[src/core/eag_pkg.sv]
// Shared types and constants for the effective address generator.
// Assumes the decoder and bus logic of the CPU share the same clock.
package eag_pkg;

	typedef enum logic [3:0] {
		EAG_REG_INDIRECT,
		EAG_REG_DISP16,
		EAG_REG_DISP32,
		EAG_POST_INC,
		EAG_PRE_DEC,
		EAG_ABS8,
		EAG_ABS16,
		EAG_ABS24,
		EAG_ABS32,
		EAG_PC_REL8,
		EAG_PC_REL16,
		EAG_MEM_INDIRECT,
		EAG_TRAP
	} eag_mode_t;

	typedef enum logic [1:0] {
		EAG_SIZE_BYTE,
		EAG_SIZE_WORD,
		EAG_SIZE_LONG
	} eag_size_t;

	// Request from the instruction decoder.
	typedef struct packed {
		logic      valid;
		eag_mode_t mode;
		eag_size_t size;
		logic [2:0]  reg_sel;
		logic [31:0] reg_value;
		logic [31:0] ext;
		logic [23:0] pc_next;
		logic [1:0]  trap_imm;
	} eag_req_t;

	// Answer towards the bus and register-file logic.
	typedef struct packed {
		logic        valid;
		logic [31:0] addr;
		logic        wb_en;
		logic [2:0]  wb_reg;
		logic [31:0] wb_value;
		logic        indirect;
	} eag_ans_t;

	localparam logic [31:0] EAG_STEP_BYTE   = 32'h0000_0001;
	localparam logic [31:0] EAG_STEP_WORD   = 32'h0000_0002;
	localparam logic [31:0] EAG_STEP_LONG   = 32'h0000_0004;
	localparam logic [23:0] EAG_SHORT_UPPER = 24'hFFFFFF;
	localparam logic [7:0]  EAG_PROG_UPPER  = 8'h00;
	localparam logic [31:0] EAG_TRAP_BASE   = 32'h0000_0020;
	localparam int          EAG_TRAP_SHIFT  = 2;
	localparam int          EAG_NORMAL_BITS = 16;

endpackage : eag_pkg

[src/core/eag_size_step.sv]
// Operand size to auto-modify step lookup.
// Purely combinational; used by the address generator top.
`timescale 1ns/1ps
module eag_size_step (
	input  eag_pkg::eag_size_t size,
	output logic [31:0]        step
);
	import eag_pkg::*;

	always_comb
	begin
		unique case (size)
			EAG_SIZE_BYTE: step = EAG_STEP_BYTE;
			EAG_SIZE_WORD: step = EAG_STEP_WORD;
			EAG_SIZE_LONG: step = EAG_STEP_LONG;
			default:       step = EAG_STEP_BYTE;
		endcase
	end

endmodule : eag_size_step

[src/core/eag_top.sv]
// Effective address generator: forms operand and branch addresses for the CPU.
// Assumes decoder inputs are synchronous to sys_clk and the far side keeps
// address registers and branch targets even where required.
// Notes on behaviour
// RL1 - Pre-decrement subtracts 1, 2 or 4, uses and writes back result.
// RL2 - Software keeps address registers even for word/long auto-modify use.
// RL3 - Short absolute data address has upper 24 bits forced to one.
// RL4 - Sixteen-bit absolute address is sign-extended from bit 15.
// RL5 - Thirty-two-bit absolute address passes through unchanged.
// RL6 - Program absolute address has upper eight bits zeroed.
// RL7 - PC relative sign-extends 8/16-bit displacement, adds to 24-bit PC.
// RL8 - PC relative target keeps low 24 bits, upper eight zero.
// RL9 - PC base is the address of the byte after the branch.
// RL10 - Software picks displacements giving even branch targets.
// RL11 - PC relative serves conditional branch and branch to subroutine.
// RL12 - Memory indirect zero-extends 8-bit field, table at 0 to 255.
// RL13 - Normal mode fetches a word, used as 16-bit branch address.
// RL14 - Advanced mode fetches a longword, top byte treated as zero.
// RL15 - Normal mode drops upper sixteen address bits, drives 16 bits.
// RL16 - Trap instruction 2-bit immediate selects the vector address.
// RL17 - Post-increment uses register, then adds 1, 2 or 4 back.
// RL18 - Register displacement adds; 16-bit displacement sign-extended first.
// RL19 - Address and write-back appear together, one cycle after request.
`timescale 1ns/1ps
module eag_top (
	input  logic              sys_clk,
	input  logic              rst_n,
	input  logic              advanced_mode,
	input  eag_pkg::eag_req_t req,
	input  logic              table_valid,
	input  logic [31:0]       table_data,
	output eag_pkg::eag_ans_t ans,
	output logic              target_valid,
	output logic [31:0]       target_addr
);
	import eag_pkg::*;

	logic [31:0] step;
	logic [31:0] ea_full;
	logic [31:0] ea_masked;
	logic [31:0] wb_calc;
	logic        wb_calc_en;
	logic [31:0] pc_sum;
	logic [31:0] disp_ext;
	logic [31:0] fetched;
	eag_ans_t    ans_reg;
	eag_ans_t    ans_next;
	logic        target_valid_reg;
	logic [31:0] target_addr_reg;

	eag_size_step u_step (
		.size (req.size),
		.step (step)
	);

	// The PC base is already the address following the branch instruction.
	always_comb
	begin
		disp_ext = (req.mode == EAG_PC_REL8) ? {{24{req.ext[7]}}, req.ext[7:0]}
			: {{16{req.ext[15]}}, req.ext[15:0]}; // RL7
		pc_sum   = {EAG_PROG_UPPER, 24'(32'({8'h00, req.pc_next}) + disp_ext)}; // RL7 RL8 RL9
	end

	always_comb
	begin
		ea_full    = req.reg_value;
		wb_calc    = req.reg_value;
		wb_calc_en = 1'b0;
		unique case (req.mode)
			EAG_REG_INDIRECT: ea_full = req.reg_value;
			EAG_REG_DISP16:   ea_full = req.reg_value + {{16{req.ext[15]}}, req.ext[15:0]}; // RL18
			EAG_REG_DISP32:   ea_full = req.reg_value + req.ext; // RL18
			EAG_POST_INC:
			begin
				ea_full    = req.reg_value; // RL17
				wb_calc    = req.reg_value + step; // RL17
				wb_calc_en = 1'b1;
			end
			EAG_PRE_DEC:
			begin
				ea_full    = req.reg_value - step; // RL1
				wb_calc    = req.reg_value - step; // RL1
				wb_calc_en = 1'b1;
			end
			EAG_ABS8:         ea_full = {EAG_SHORT_UPPER, req.ext[7:0]}; // RL3
			EAG_ABS16:        ea_full = {{16{req.ext[15]}}, req.ext[15:0]}; // RL4
			EAG_ABS24:        ea_full = {EAG_PROG_UPPER, req.ext[23:0]}; // RL6
			EAG_ABS32:        ea_full = req.ext; // RL5
			EAG_PC_REL8,
			EAG_PC_REL16:     ea_full = pc_sum; // RL11
			EAG_MEM_INDIRECT: ea_full = {24'h000000, req.ext[7:0]}; // RL12
			EAG_TRAP:         ea_full = EAG_TRAP_BASE
				+ 32'({30'h0, req.trap_imm} << EAG_TRAP_SHIFT); // RL16
			default:          ea_full = req.reg_value;
		endcase
	end

	// Normal mode keeps only the low 16 bits of every address.
	assign ea_masked = advanced_mode ? ea_full
		: {16'h0000, ea_full[EAG_NORMAL_BITS-1:0]}; // RL15

	always_comb
	begin
		ans_next          = '0;
		ans_next.valid    = req.valid;
		ans_next.addr     = ea_masked;
		ans_next.wb_en    = req.valid & wb_calc_en;
		ans_next.wb_reg   = req.reg_sel;
		ans_next.wb_value = wb_calc;
		ans_next.indirect = req.valid & (req.mode == EAG_MEM_INDIRECT);
	end

	always_ff @(posedge sys_clk)
	begin
		if (!rst_n)
			ans_reg <= '0;
		else
			ans_reg <= ans_next; // RL19
	end

	// The table entry returned by the bus becomes the branch address.
	always_comb
	begin
		if (advanced_mode)
			fetched = {EAG_PROG_UPPER, table_data[23:0]}; // RL14
		else
			fetched = {16'h0000, table_data[15:0]}; // RL13
	end

	always_ff @(posedge sys_clk)
	begin
		if (!rst_n)
		begin
			target_valid_reg <= 1'b0;
			target_addr_reg  <= 32'h0000_0000;
		end
		else
		begin
			target_valid_reg <= table_valid;
			if (table_valid)
				target_addr_reg <= fetched;
		end
	end

	assign ans          = ans_reg;
	assign target_valid = target_valid_reg;
	assign target_addr  = target_addr_reg;

	abs_short_a: assert property (@(posedge sys_clk) disable iff (!rst_n) // RL3
		(req.valid && req.mode == EAG_ABS8 && advanced_mode)
		|=> (ans.addr[31:8] == 24'hFFFFFF && ans.addr[7:0] == $past(req.ext[7:0])))
		else $error("short absolute upper bits wrong");

	abs_normal_a: assert property (@(posedge sys_clk) disable iff (!rst_n) // RL3
		(req.valid && req.mode == EAG_ABS8 && !advanced_mode)
		|=> (ans.addr == {16'h0000, 8'hFF, $past(req.ext[7:0])}))
		else $error("short absolute normal address wrong");

	abs_sign_a: assert property (@(posedge sys_clk) disable iff (!rst_n) // RL4
		(req.valid && req.mode == EAG_ABS16 && advanced_mode)
		|=> (ans.addr[31:16] == {16{ans.addr[15]}} && ans.addr[15:0] == $past(req.ext[15:0])))
		else $error("absolute sign extension wrong");

	abs_full_a: assert property (@(posedge sys_clk) disable iff (!rst_n) // RL5
		(req.valid && req.mode == EAG_ABS32 && advanced_mode)
		|=> (ans.addr == $past(req.ext)))
		else $error("long absolute not passed through");

	prog_abs_a: assert property (@(posedge sys_clk) disable iff (!rst_n) // RL6
		(req.valid && req.mode == EAG_ABS24)
		|=> (ans.addr[31:24] == 8'h00))
		else $error("program address upper byte not zero");

	prog_low_a: assert property (@(posedge sys_clk) disable iff (!rst_n) // RL6
		(req.valid && req.mode == EAG_ABS24 && advanced_mode)
		|=> (ans.addr[23:0] == $past(req.ext[23:0])))
		else $error("program address low bits wrong");

	pc_short_a: assert property (@(posedge sys_clk) disable iff (!rst_n) // RL7
		(req.valid && req.mode == EAG_PC_REL8 && advanced_mode)
		|=> (ans.addr[23:0] == 24'($past(req.pc_next) + {{16{$past(req.ext[7])}},
			$past(req.ext[7:0])})))
		else $error("short pc relative target wrong");

	pc_long_a: assert property (@(posedge sys_clk) disable iff (!rst_n) // RL7
		(req.valid && req.mode == EAG_PC_REL16 && advanced_mode)
		|=> (ans.addr[23:0] == 24'($past(req.pc_next) + {{8{$past(req.ext[15])}},
			$past(req.ext[15:0])})))
		else $error("long pc relative target wrong");

	pc_normal_a: assert property (@(posedge sys_clk) disable iff (!rst_n) // RL15
		(req.valid && req.mode == EAG_PC_REL8 && !advanced_mode)
		|=> (ans.addr[15:0] == 16'($past(req.pc_next[15:0]) + {{8{$past(req.ext[7])}},
			$past(req.ext[7:0])})))
		else $error("normal pc relative target wrong");

	pc_upper_a: assert property (@(posedge sys_clk) disable iff (!rst_n) // RL8
		(req.valid && (req.mode == EAG_PC_REL8 || req.mode == EAG_PC_REL16))
		|=> (ans.addr[31:24] == 8'h00))
		else $error("pc relative upper byte not zero");

	pre_dec_a: assert property (@(posedge sys_clk) disable iff (!rst_n) // RL1
		(req.valid && req.mode == EAG_PRE_DEC && req.size == EAG_SIZE_LONG && advanced_mode)
		|=> (ans.wb_en && ans.addr == ans.wb_value
			&& ans.wb_value == $past(req.reg_value) - 32'h4))
		else $error("pre-decrement result wrong");

	pre_dec_byte_a: assert property (@(posedge sys_clk) disable iff (!rst_n) // RL1
		(req.valid && req.mode == EAG_PRE_DEC && req.size == EAG_SIZE_BYTE && advanced_mode)
		|=> (ans.wb_en && ans.addr == ans.wb_value
			&& ans.wb_value == $past(req.reg_value) - 32'h1))
		else $error("byte pre-decrement result wrong");

	pre_dec_word_a: assert property (@(posedge sys_clk) disable iff (!rst_n) // RL1
		(req.valid && req.mode == EAG_PRE_DEC && req.size == EAG_SIZE_WORD && advanced_mode)
		|=> (ans.wb_en && ans.addr == ans.wb_value
			&& ans.wb_value == $past(req.reg_value) - 32'h2))
		else $error("word pre-decrement result wrong");

	post_inc_a: assert property (@(posedge sys_clk) disable iff (!rst_n) // RL17
		(req.valid && req.mode == EAG_POST_INC && req.size == EAG_SIZE_WORD && advanced_mode)
		|=> (ans.wb_en && ans.wb_value == ans.addr + 32'h2))
		else $error("post-increment result wrong");

	post_inc_byte_a: assert property (@(posedge sys_clk) disable iff (!rst_n) // RL17
		(req.valid && req.mode == EAG_POST_INC && req.size == EAG_SIZE_BYTE && advanced_mode)
		|=> (ans.wb_en && ans.addr == $past(req.reg_value)
			&& ans.wb_value == $past(req.reg_value) + 32'h1))
		else $error("byte post-increment result wrong");

	post_inc_long_a: assert property (@(posedge sys_clk) disable iff (!rst_n) // RL17
		(req.valid && req.mode == EAG_POST_INC && req.size == EAG_SIZE_LONG && advanced_mode)
		|=> (ans.wb_en && ans.addr == $past(req.reg_value)
			&& ans.wb_value == $past(req.reg_value) + 32'h4))
		else $error("long post-increment result wrong");

	wb_target_a: assert property (@(posedge sys_clk) disable iff (!rst_n) // RL1
		(req.valid && (req.mode == EAG_PRE_DEC || req.mode == EAG_POST_INC))
		|=> (ans.wb_en && ans.wb_reg == $past(req.reg_sel)))
		else $error("write-back register wrong");

	wb_idle_a: assert property (@(posedge sys_clk) disable iff (!rst_n) // RL19
		(req.valid && req.mode != EAG_PRE_DEC && req.mode != EAG_POST_INC)
		|=> (ans.valid && !ans.wb_en))
		else $error("write-back without auto-modify");

	reg_disp_a: assert property (@(posedge sys_clk) disable iff (!rst_n) // RL18
		(req.valid && req.mode == EAG_REG_DISP16 && advanced_mode)
		|=> (ans.addr == $past(req.reg_value) + {{16{$past(req.ext[15])}},
			$past(req.ext[15:0])}))
		else $error("short displacement address wrong");

	reg_disp_long_a: assert property (@(posedge sys_clk) disable iff (!rst_n) // RL18
		(req.valid && req.mode == EAG_REG_DISP32 && advanced_mode)
		|=> (ans.addr == $past(req.reg_value) + $past(req.ext)))
		else $error("long displacement address wrong");

	mem_table_a: assert property (@(posedge sys_clk) disable iff (!rst_n) // RL12
		(req.valid && req.mode == EAG_MEM_INDIRECT)
		|=> (ans.indirect && ans.addr[31:8] == 24'h000000))
		else $error("table pointer out of range");

	mem_ptr_a: assert property (@(posedge sys_clk) disable iff (!rst_n) // RL12
		(req.valid && req.mode == EAG_MEM_INDIRECT)
		|=> (ans.addr[7:0] == $past(req.ext[7:0])))
		else $error("table pointer value wrong");

	indirect_only_a: assert property (@(posedge sys_clk) disable iff (!rst_n) // RL12
		(req.valid && req.mode != EAG_MEM_INDIRECT) |=> (!ans.indirect))
		else $error("indirect flag without table mode");

	trap_vector_a: assert property (@(posedge sys_clk) disable iff (!rst_n) // RL16
		(req.valid && req.mode == EAG_TRAP && advanced_mode)
		|=> (ans.addr == EAG_TRAP_BASE + (32'($past(req.trap_imm)) << EAG_TRAP_SHIFT)))
		else $error("trap vector address wrong");

	normal_mask_a: assert property (@(posedge sys_clk) disable iff (!rst_n) // RL15
		(req.valid && !advanced_mode) |=> (ans.addr[31:16] == 16'h0000))
		else $error("normal mode upper bits not dropped");

	fetch_long_a: assert property (@(posedge sys_clk) disable iff (!rst_n) // RL14
		(table_valid && advanced_mode)
		|=> (target_valid && target_addr[31:24] == 8'h00))
		else $error("advanced fetched address top byte not zero");

	fetch_data_a: assert property (@(posedge sys_clk) disable iff (!rst_n) // RL14
		(table_valid && advanced_mode)
		|=> (target_addr[23:0] == $past(table_data[23:0])))
		else $error("advanced fetched address wrong");

	fetch_word_a: assert property (@(posedge sys_clk) disable iff (!rst_n) // RL13
		(table_valid && !advanced_mode)
		|=> (target_valid && target_addr == {16'h0000, $past(table_data[15:0])}))
		else $error("normal fetched address wrong");

	target_hold_a: assert property (@(posedge sys_clk) disable iff (!rst_n) // RL13
		(!table_valid) |=> (!target_valid && $stable(target_addr)))
		else $error("branch address changed without fetch");

	ans_valid_a: assert property (@(posedge sys_clk) disable iff (!rst_n) // RL19
		(req.valid) |=> (ans.valid))
		else $error("request not answered");

	no_wb_a: assert property (@(posedge sys_clk) disable iff (!rst_n) // RL19
		(!req.valid) |=> (!ans.valid && !ans.wb_en))
		else $error("answer without request");

endmodule : eag_top

[config.mk]
export PLATFORM = sky130hd
export DESIGN_NAME = eag_top
export DESIGN_NICKNAME = d
export VERILOG_FILES = /design/src/core/eag_pkg.sv /design/src/core/eag_size_step.sv /design/src/core/eag_top.sv
export SDC_FILE = /design/constraint.sdc
export NUM_CORES = 1
export LEC_CHECK = 0
export BUFFER_PORTS_ARGS = -buffer_cell sky130_fd_sc_hd__buf_2
export CELL_PAD_IN_SITES_DETAIL_PLACEMENT = 0
export CELL_PAD_IN_SITES_GLOBAL_PLACEMENT = 1
export CORE_UTILIZATION = 39
export CTS_BUF_LIST = sky130_fd_sc_hd__clkbuf_8
export CTS_CLUSTER_SIZE = 20
export DETAILED_ROUTE_END_ITERATION = 7
export GPL_TIMING_DRIVEN = 0
export PLACE_DENSITY = 0.93
export SLEW_MARGIN = 20
export SYNTH_ARGS = -nofsm -noshare
export SYNTH_HDL_FRONTEND = slang
export SYNTH_SLANG_ARGS = --single-unit
[constraint.sdc]
create_clock -name sys_clk -period 4.2 [get_ports sys_clk]
set_clock_uncertainty 0.2 [all_clocks]
set_input_delay 0.21 -clock sys_clk [delete_from_list [all_inputs] [get_ports sys_clk]]
set_output_delay 0.21 -clock sys_clk [all_outputs]
set_load 0.05 [all_outputs]
# After elaboration in Yosys (flattened, before gate mapping)
# Index checks and enable logic that the tools add are counted.
word_totals:
  regBits: 103
  input_bits: 136
op_classes:
  add_sub_neg: 6
  eq_ne: 14
  n_mux: 6
  n_bitwise: 2
  n_reduce_logical: 3
ops:
  columns: ["op", "n"]
  rows:
  - ["$pmux 32 s10", 1]
  - ["$add 32x32->32", 3]
  - ["$pmux 32 s2", 1]
  - ["$mux 24", 2]
  - ["$sub 32x32->32", 1]
  - ["$add 24x24->24", 1]
  - ["$eq 4x4->1 const B", 5]
  - ["$eq 4x3->1 const B", 4]
  - ["$eq 4x2->1 const B", 2]
  - ["$add 6x4->7 const A", 1]
  - ["$pmux 3 s2", 1]
  - ["$eq 4x1->1 const B", 1]
  - ["$reduce_or 2->1", 2]
  - ["$and 1x1->1", 2]
  - ["$eq 2x1->1 const B", 1]
  - ["$eq 2x2->1 const B", 1]
  - ["$reduce_and 2->1", 1]
  - ["$mux 1", 1]

# Depth between registers and ports, before layout
logic_depth:
  ltp_word: 4
  ltp_mapped: 15
  mapped_depth_nobuf: 13

# Modules after synthesis
# From an unflattened synthesis, not the netlist that was laid out.
unflattened:
  hier_cells: 1501
  hier_area_um2: 11071.9
modules_own_cells:
  columns: ["module", "n_inst", "cells_per_inst", "area_per_inst_um2"]
  rows:
  - ["eag_top", 1, 1467, 10817.9]
  - ["eag_size_step", 1, 34, 254.0]

# Worst setup path after synthesis
# OpenSTA, ideal clock, no wires.
synth_path:
  path_type: "input -> register"
  from: "input port req[95] (netlist name)"
  to: "register ans_reg (netlist bit ans[66])"
  setup_time_ns: 0.063
  arrival_time_ns: 3.544
  required_time_ns: 3.937
  setup_slack_ns: 0.393
  cell_stages: 15
  path_buffers: 3
  path_cell_list: "clkbuf_1 nor2b_1 clkbuf_1 a21boi_1 clkbuf_1 a31o_2 ha_1 a21o_1 a21o_1 a21oi_1 o21bai_1 a21oi_1 a21oi_1 or4b_2 nand3_1"
synth_via:
  elab_chain_len: 3
  elab_cells_between_ends: 13
  cone_classes: "11 x eq/ne; 1 x mux; 1 x reduce/logical"
synth_lines:
  columns: ["element", "line_no", "text"]
  rows:
  - ["from (decl)", "eag_top.sv:29", "input eag_pkg::eag_req_t req,"]
  - ["$eq 4x4->1", "eag_top.sv:69", "unique case (req.mode)"]
  - ["$reduce_or 2->1", "eag_top.sv:69", null]
  - ["$pmux 32 s10 *", "eag_top.sv:69", null]
  - ["to (signal assigned)", "eag_top.sv:118", "ans_reg <= ans_next;"]
  - ["to (decl)", "eag_top.sv:46", "eag_ans_t ans_reg;"]
# Mark *: on every way between the ends. The rest lies on a longest branch, timed or not.
# A chain may end at the register's enable or synchronous reset.

# Worst setup path in the final report
layout_path:
  from: "input port req[97] (netlist name)"
  to: "register ans_reg (netlist bit ans[58])"
layout_via:
  elab_chain_len: 4
  elab_cells_between_ends: 15
  cone_classes: "1 x add/sub; 11 x eq/ne; 2 x mux; 1 x reduce/logical"
layout_lines:
  columns: ["element", "line_no", "text"]
  rows:
  - ["$eq 4x4->1", "eag_top.sv:59, eag_top.sv:69", null]
  - ["$mux 24", "eag_top.sv:59", "disp_ext = (req.mode == EAG_PC_REL8) ? {{24{req.ext[7]}}, req.ext[7:0]}"]
  - ["$add 24x24->24", "eag_top.sv:61", "pc_sum = {EAG_PROG_UPPER, 24'(32'({8'h00, req.pc_next}) + disp_ext)};"]
  - ["$pmux 32 s10 *", "eag_top.sv:69", null]
# Marked as above.

==> impl_metrics.tcl <==
set metrics [dict create \
    final_core_util 0.498 \
    startpoint_type "primary input" \
    total_power_mw 2.85 \
    max_stage_delay_ps 540 \
    ys_async_sr_fraction 0 \
    postPlaceCellArea_sq_um 9900 \
    criticalPathCategory "in -> reg" \
    synth_area_leaders "dfxtp_1, ha_1, a21oi_1" \
    io_buffer_count 218 \
    cts_tree "done" \
    die_height_microns 149 \
    die_width_microns 149 \
    antenna_found_initial 1 \
    fin_setup_tns_ps 0 \
    synth_seq_cells 95 \
    final_cells 1679 \
    max-vdd-ir-drop_mv 0.176 \
    rsz0062_at_grt "false" \
    drtIter0Drc 907 \
    max_freq_mhz 250 \
    avgSynthCellArea_sq_um 7.50 \
    leakage_nw 4.70 \
    synth_edf_count 0 \
    vias 9726 \
    largest_reg_flops 70 \
    syn_area_sq_um 8430 \
    cts_buffers 9 \
    fill_cells 2142 \
    maxSlewViolCount 0 \
    place.gp.congestion 0.945 \
    core_sq_um 21100 \
    clockBufferDepth 2 \
    finalSetupViolCount 0 \
    hpwl_microns 25600 \
    dp_cells 1624 \
    final_nets 1604 \
    min_period_over_period 0.951 \
    seq_area_frac_synth 0.225 \
    n_antenna_cell 0 \
    synth_ff_type "dfxtp_1" \
    cap_violations 0 \
    max-slew-margin-rel 0.260 \
    tightest_slew_ps 1100 \
    overflow 0 \
    layout_commonest_cell "buf_2" \
    layout_min_cycle_time_ps 4000 \
    grt_pass1_wl_microns 48500 \
    design_area_sq_um 10500 \
    dr.pass1.iters 5 \
    worst-path-buf-inv 3 \
    ys_warn_count 0 \
    yosys.area.top_type_share 0.225 \
    drive_gt1_frac 0.202 \
    yosysUniqueCellTypes 74 \
    syn_inst 1124 \
    hold_class "in -> reg" \
    vias_per_cell 5.79 \
    cp-end-kind "register" \
    route.detailed.wl_per_inst_microns 19.1 \
    final-seq-area_sq_um 1900 \
    path_clk_slew_ps 90 \
    dieArea_sq_um 22200 \
    grt_max_degree 16 \
    crit_arrival_ps 4020 \
    num_rows 53 \
    clockRootBuffer "clkbuf_8" \
    area_delta_synth_final_pct 24.4 \
    path_max_fanout 10 \
    pwr_density_cell_nw_per_um2 272 \
    critical_path.cell_chain "buf_2 > clkbuf_1 > nand3b_1 > o21ai_0 > a21boi_2 > inv_1 > ha_1 > and2_1 > nand3_1 > or4_1 > or3_1 > o21ai_1 > nor3_1 > o41ai_1 > a31oi_1" \
    final_cell_mix "buf_2, nor2_1, a21oi_1, dfxtp_1, o21ai_0" \
    clk_latency_ps 370 \
    grt_usage 0.285 \
    route.detailed.drc 0 \
    drt-total-wl_microns 32100 \
    required_ps 4220 \
    outcome "completed" \
    cts.sinks 95 \
    multi_input_area_sq_um 6100 \
    cpMaxStageDelayCell "or4_1" \
    htree_levels 3 \
    top_level_ports 239 \
    ant_nets 0 \
    synth_largest_area_cell "dfxtp_1" \
    floorplan.initialDensity 0.400 \
    finalHoldViolCount 0 \
    path_delay_family "simple AND/OR/NAND/NOR gates" \
    grt_pass1_vias 9042 \
]
[worst register-to-register path, delay by kind of cell, from the launching register on]
family             cells  cell delay, ps
AOI/OAI and AO/OA      1             160
and+or+nand+nor        2             170
DFF                    1             310
[through the flow]
step / worst slack (ps) / hold WS [ps]
after floorplan: 393 / 137
after global placement: -875 / 217
after detailed placement: -829 / 223
after CTS: 132 / 5.20
after global routing: 24.9 / 29.2
final: 204 / 23.0
[final cells by class]
cell class,instances,share of cell area
multi-input cells,925,0.581
flip-flops and latches,95,0.181
repair buffers,259,0.143
well taps,275,0.0328
plain buffers,68,0.0291
inverters,43,0.0154
clock buffers,9,0.0118
clock inverters,5,0.00572
[cell usage after synthesis (all sizes together), types with 8 or more instances]
| master | count |
|---|---|
| nor3 | 32 |
| nand3 | 31 |
| a21oi | 95 |
| nand2 | 83 |
| o21bai | 13 |
| dfxtp | 95 |
| a31oi | 18 |
| a211oi | 10 |
| xnor2 | 48 |
| nor2 | 121 |
| a221oi | 16 |
| and2 | 9 |
| buf | 15 |
| or3 | 16 |
| or4 | 8 |
| a21o | 26 |
| a31o | 16 |
| o21ai | 92 |
| ha | 63 |
| mux2i | 20 |
| clkbuf | 53 |
| o21a | 15 |
| nor2b | 16 |
| xor2 | 32 |
| inv | 42 |
| a22oi | 10 |
| nand4 | 14 |
[worst paths after layout]
kind | depth (start not counted) | from | to | slack, ps
setup / recovery | 15 | req[97] | ans[58]$_SDFF_PN0_ | 200
hold / removal | 4 | req[55] | ans[66]$_SDFF_PN0_ | 20
hold reg to reg | 2 | target_addr[12]$_SDFFE_PN0P_ | target_addr[12]$_SDFFE_PN0P_ | 290
setup reg to reg | 3 | target_addr[23]$_SDFFE_PN0P_ | target_addr[23]$_SDFFE_PN0P_ | 3230
[report_power, final]
| group | switching, mW | total (mW) | internal [mW] |
|---|---|---|---|
| Clock | 0.346 | 0.617 | 0.271 |
| Combinational | 0.832 | 1.26 | 0.428 |
| Sequential | 0.0191 | 0.978 | 0.959 |
| Total | 1.20 | 2.85 | 1.66 |
[timing repair]
action                                  in CTS  in global routing
resized for setup                            2                  4
setup buffers                                2                  0
endpoints found under the setup margin       2                  4
hold endpoints to repair                    40                  0
hold buffers                                39                  0
[cells by family after synthesis]
| kind of cell | count (synthesis) | synth area share |
|---|---|---|
| other cells | 1 | 0.000445 |
| buf+inv | 111 | 0.0552 |
| mux | 20 | 0.0237 |
| flops | 95 | 0.225 |
| compound gates | 375 | 0.289 |
| fa+ha+maj | 67 | 0.103 |
| xor+xnor | 80 | 0.0831 |
| simple gates | 375 | 0.220 |
[layer usage]
| metal | vias up | share of wire | global-route usage |
|---|---|---|---|
| met5 | - | 0.00041 | 0 |
| met4 | 2 | 0.035 | 0.117 |
| met3 | 71 | 0.091 | 0.0434 |
| met2 | 512 | 0.45 | 0.467 |
| met1 | 4474 | 0.43 | 0.371 |
| li1 | 4667 | - | - |
Power figures use the tool's default switching activity.
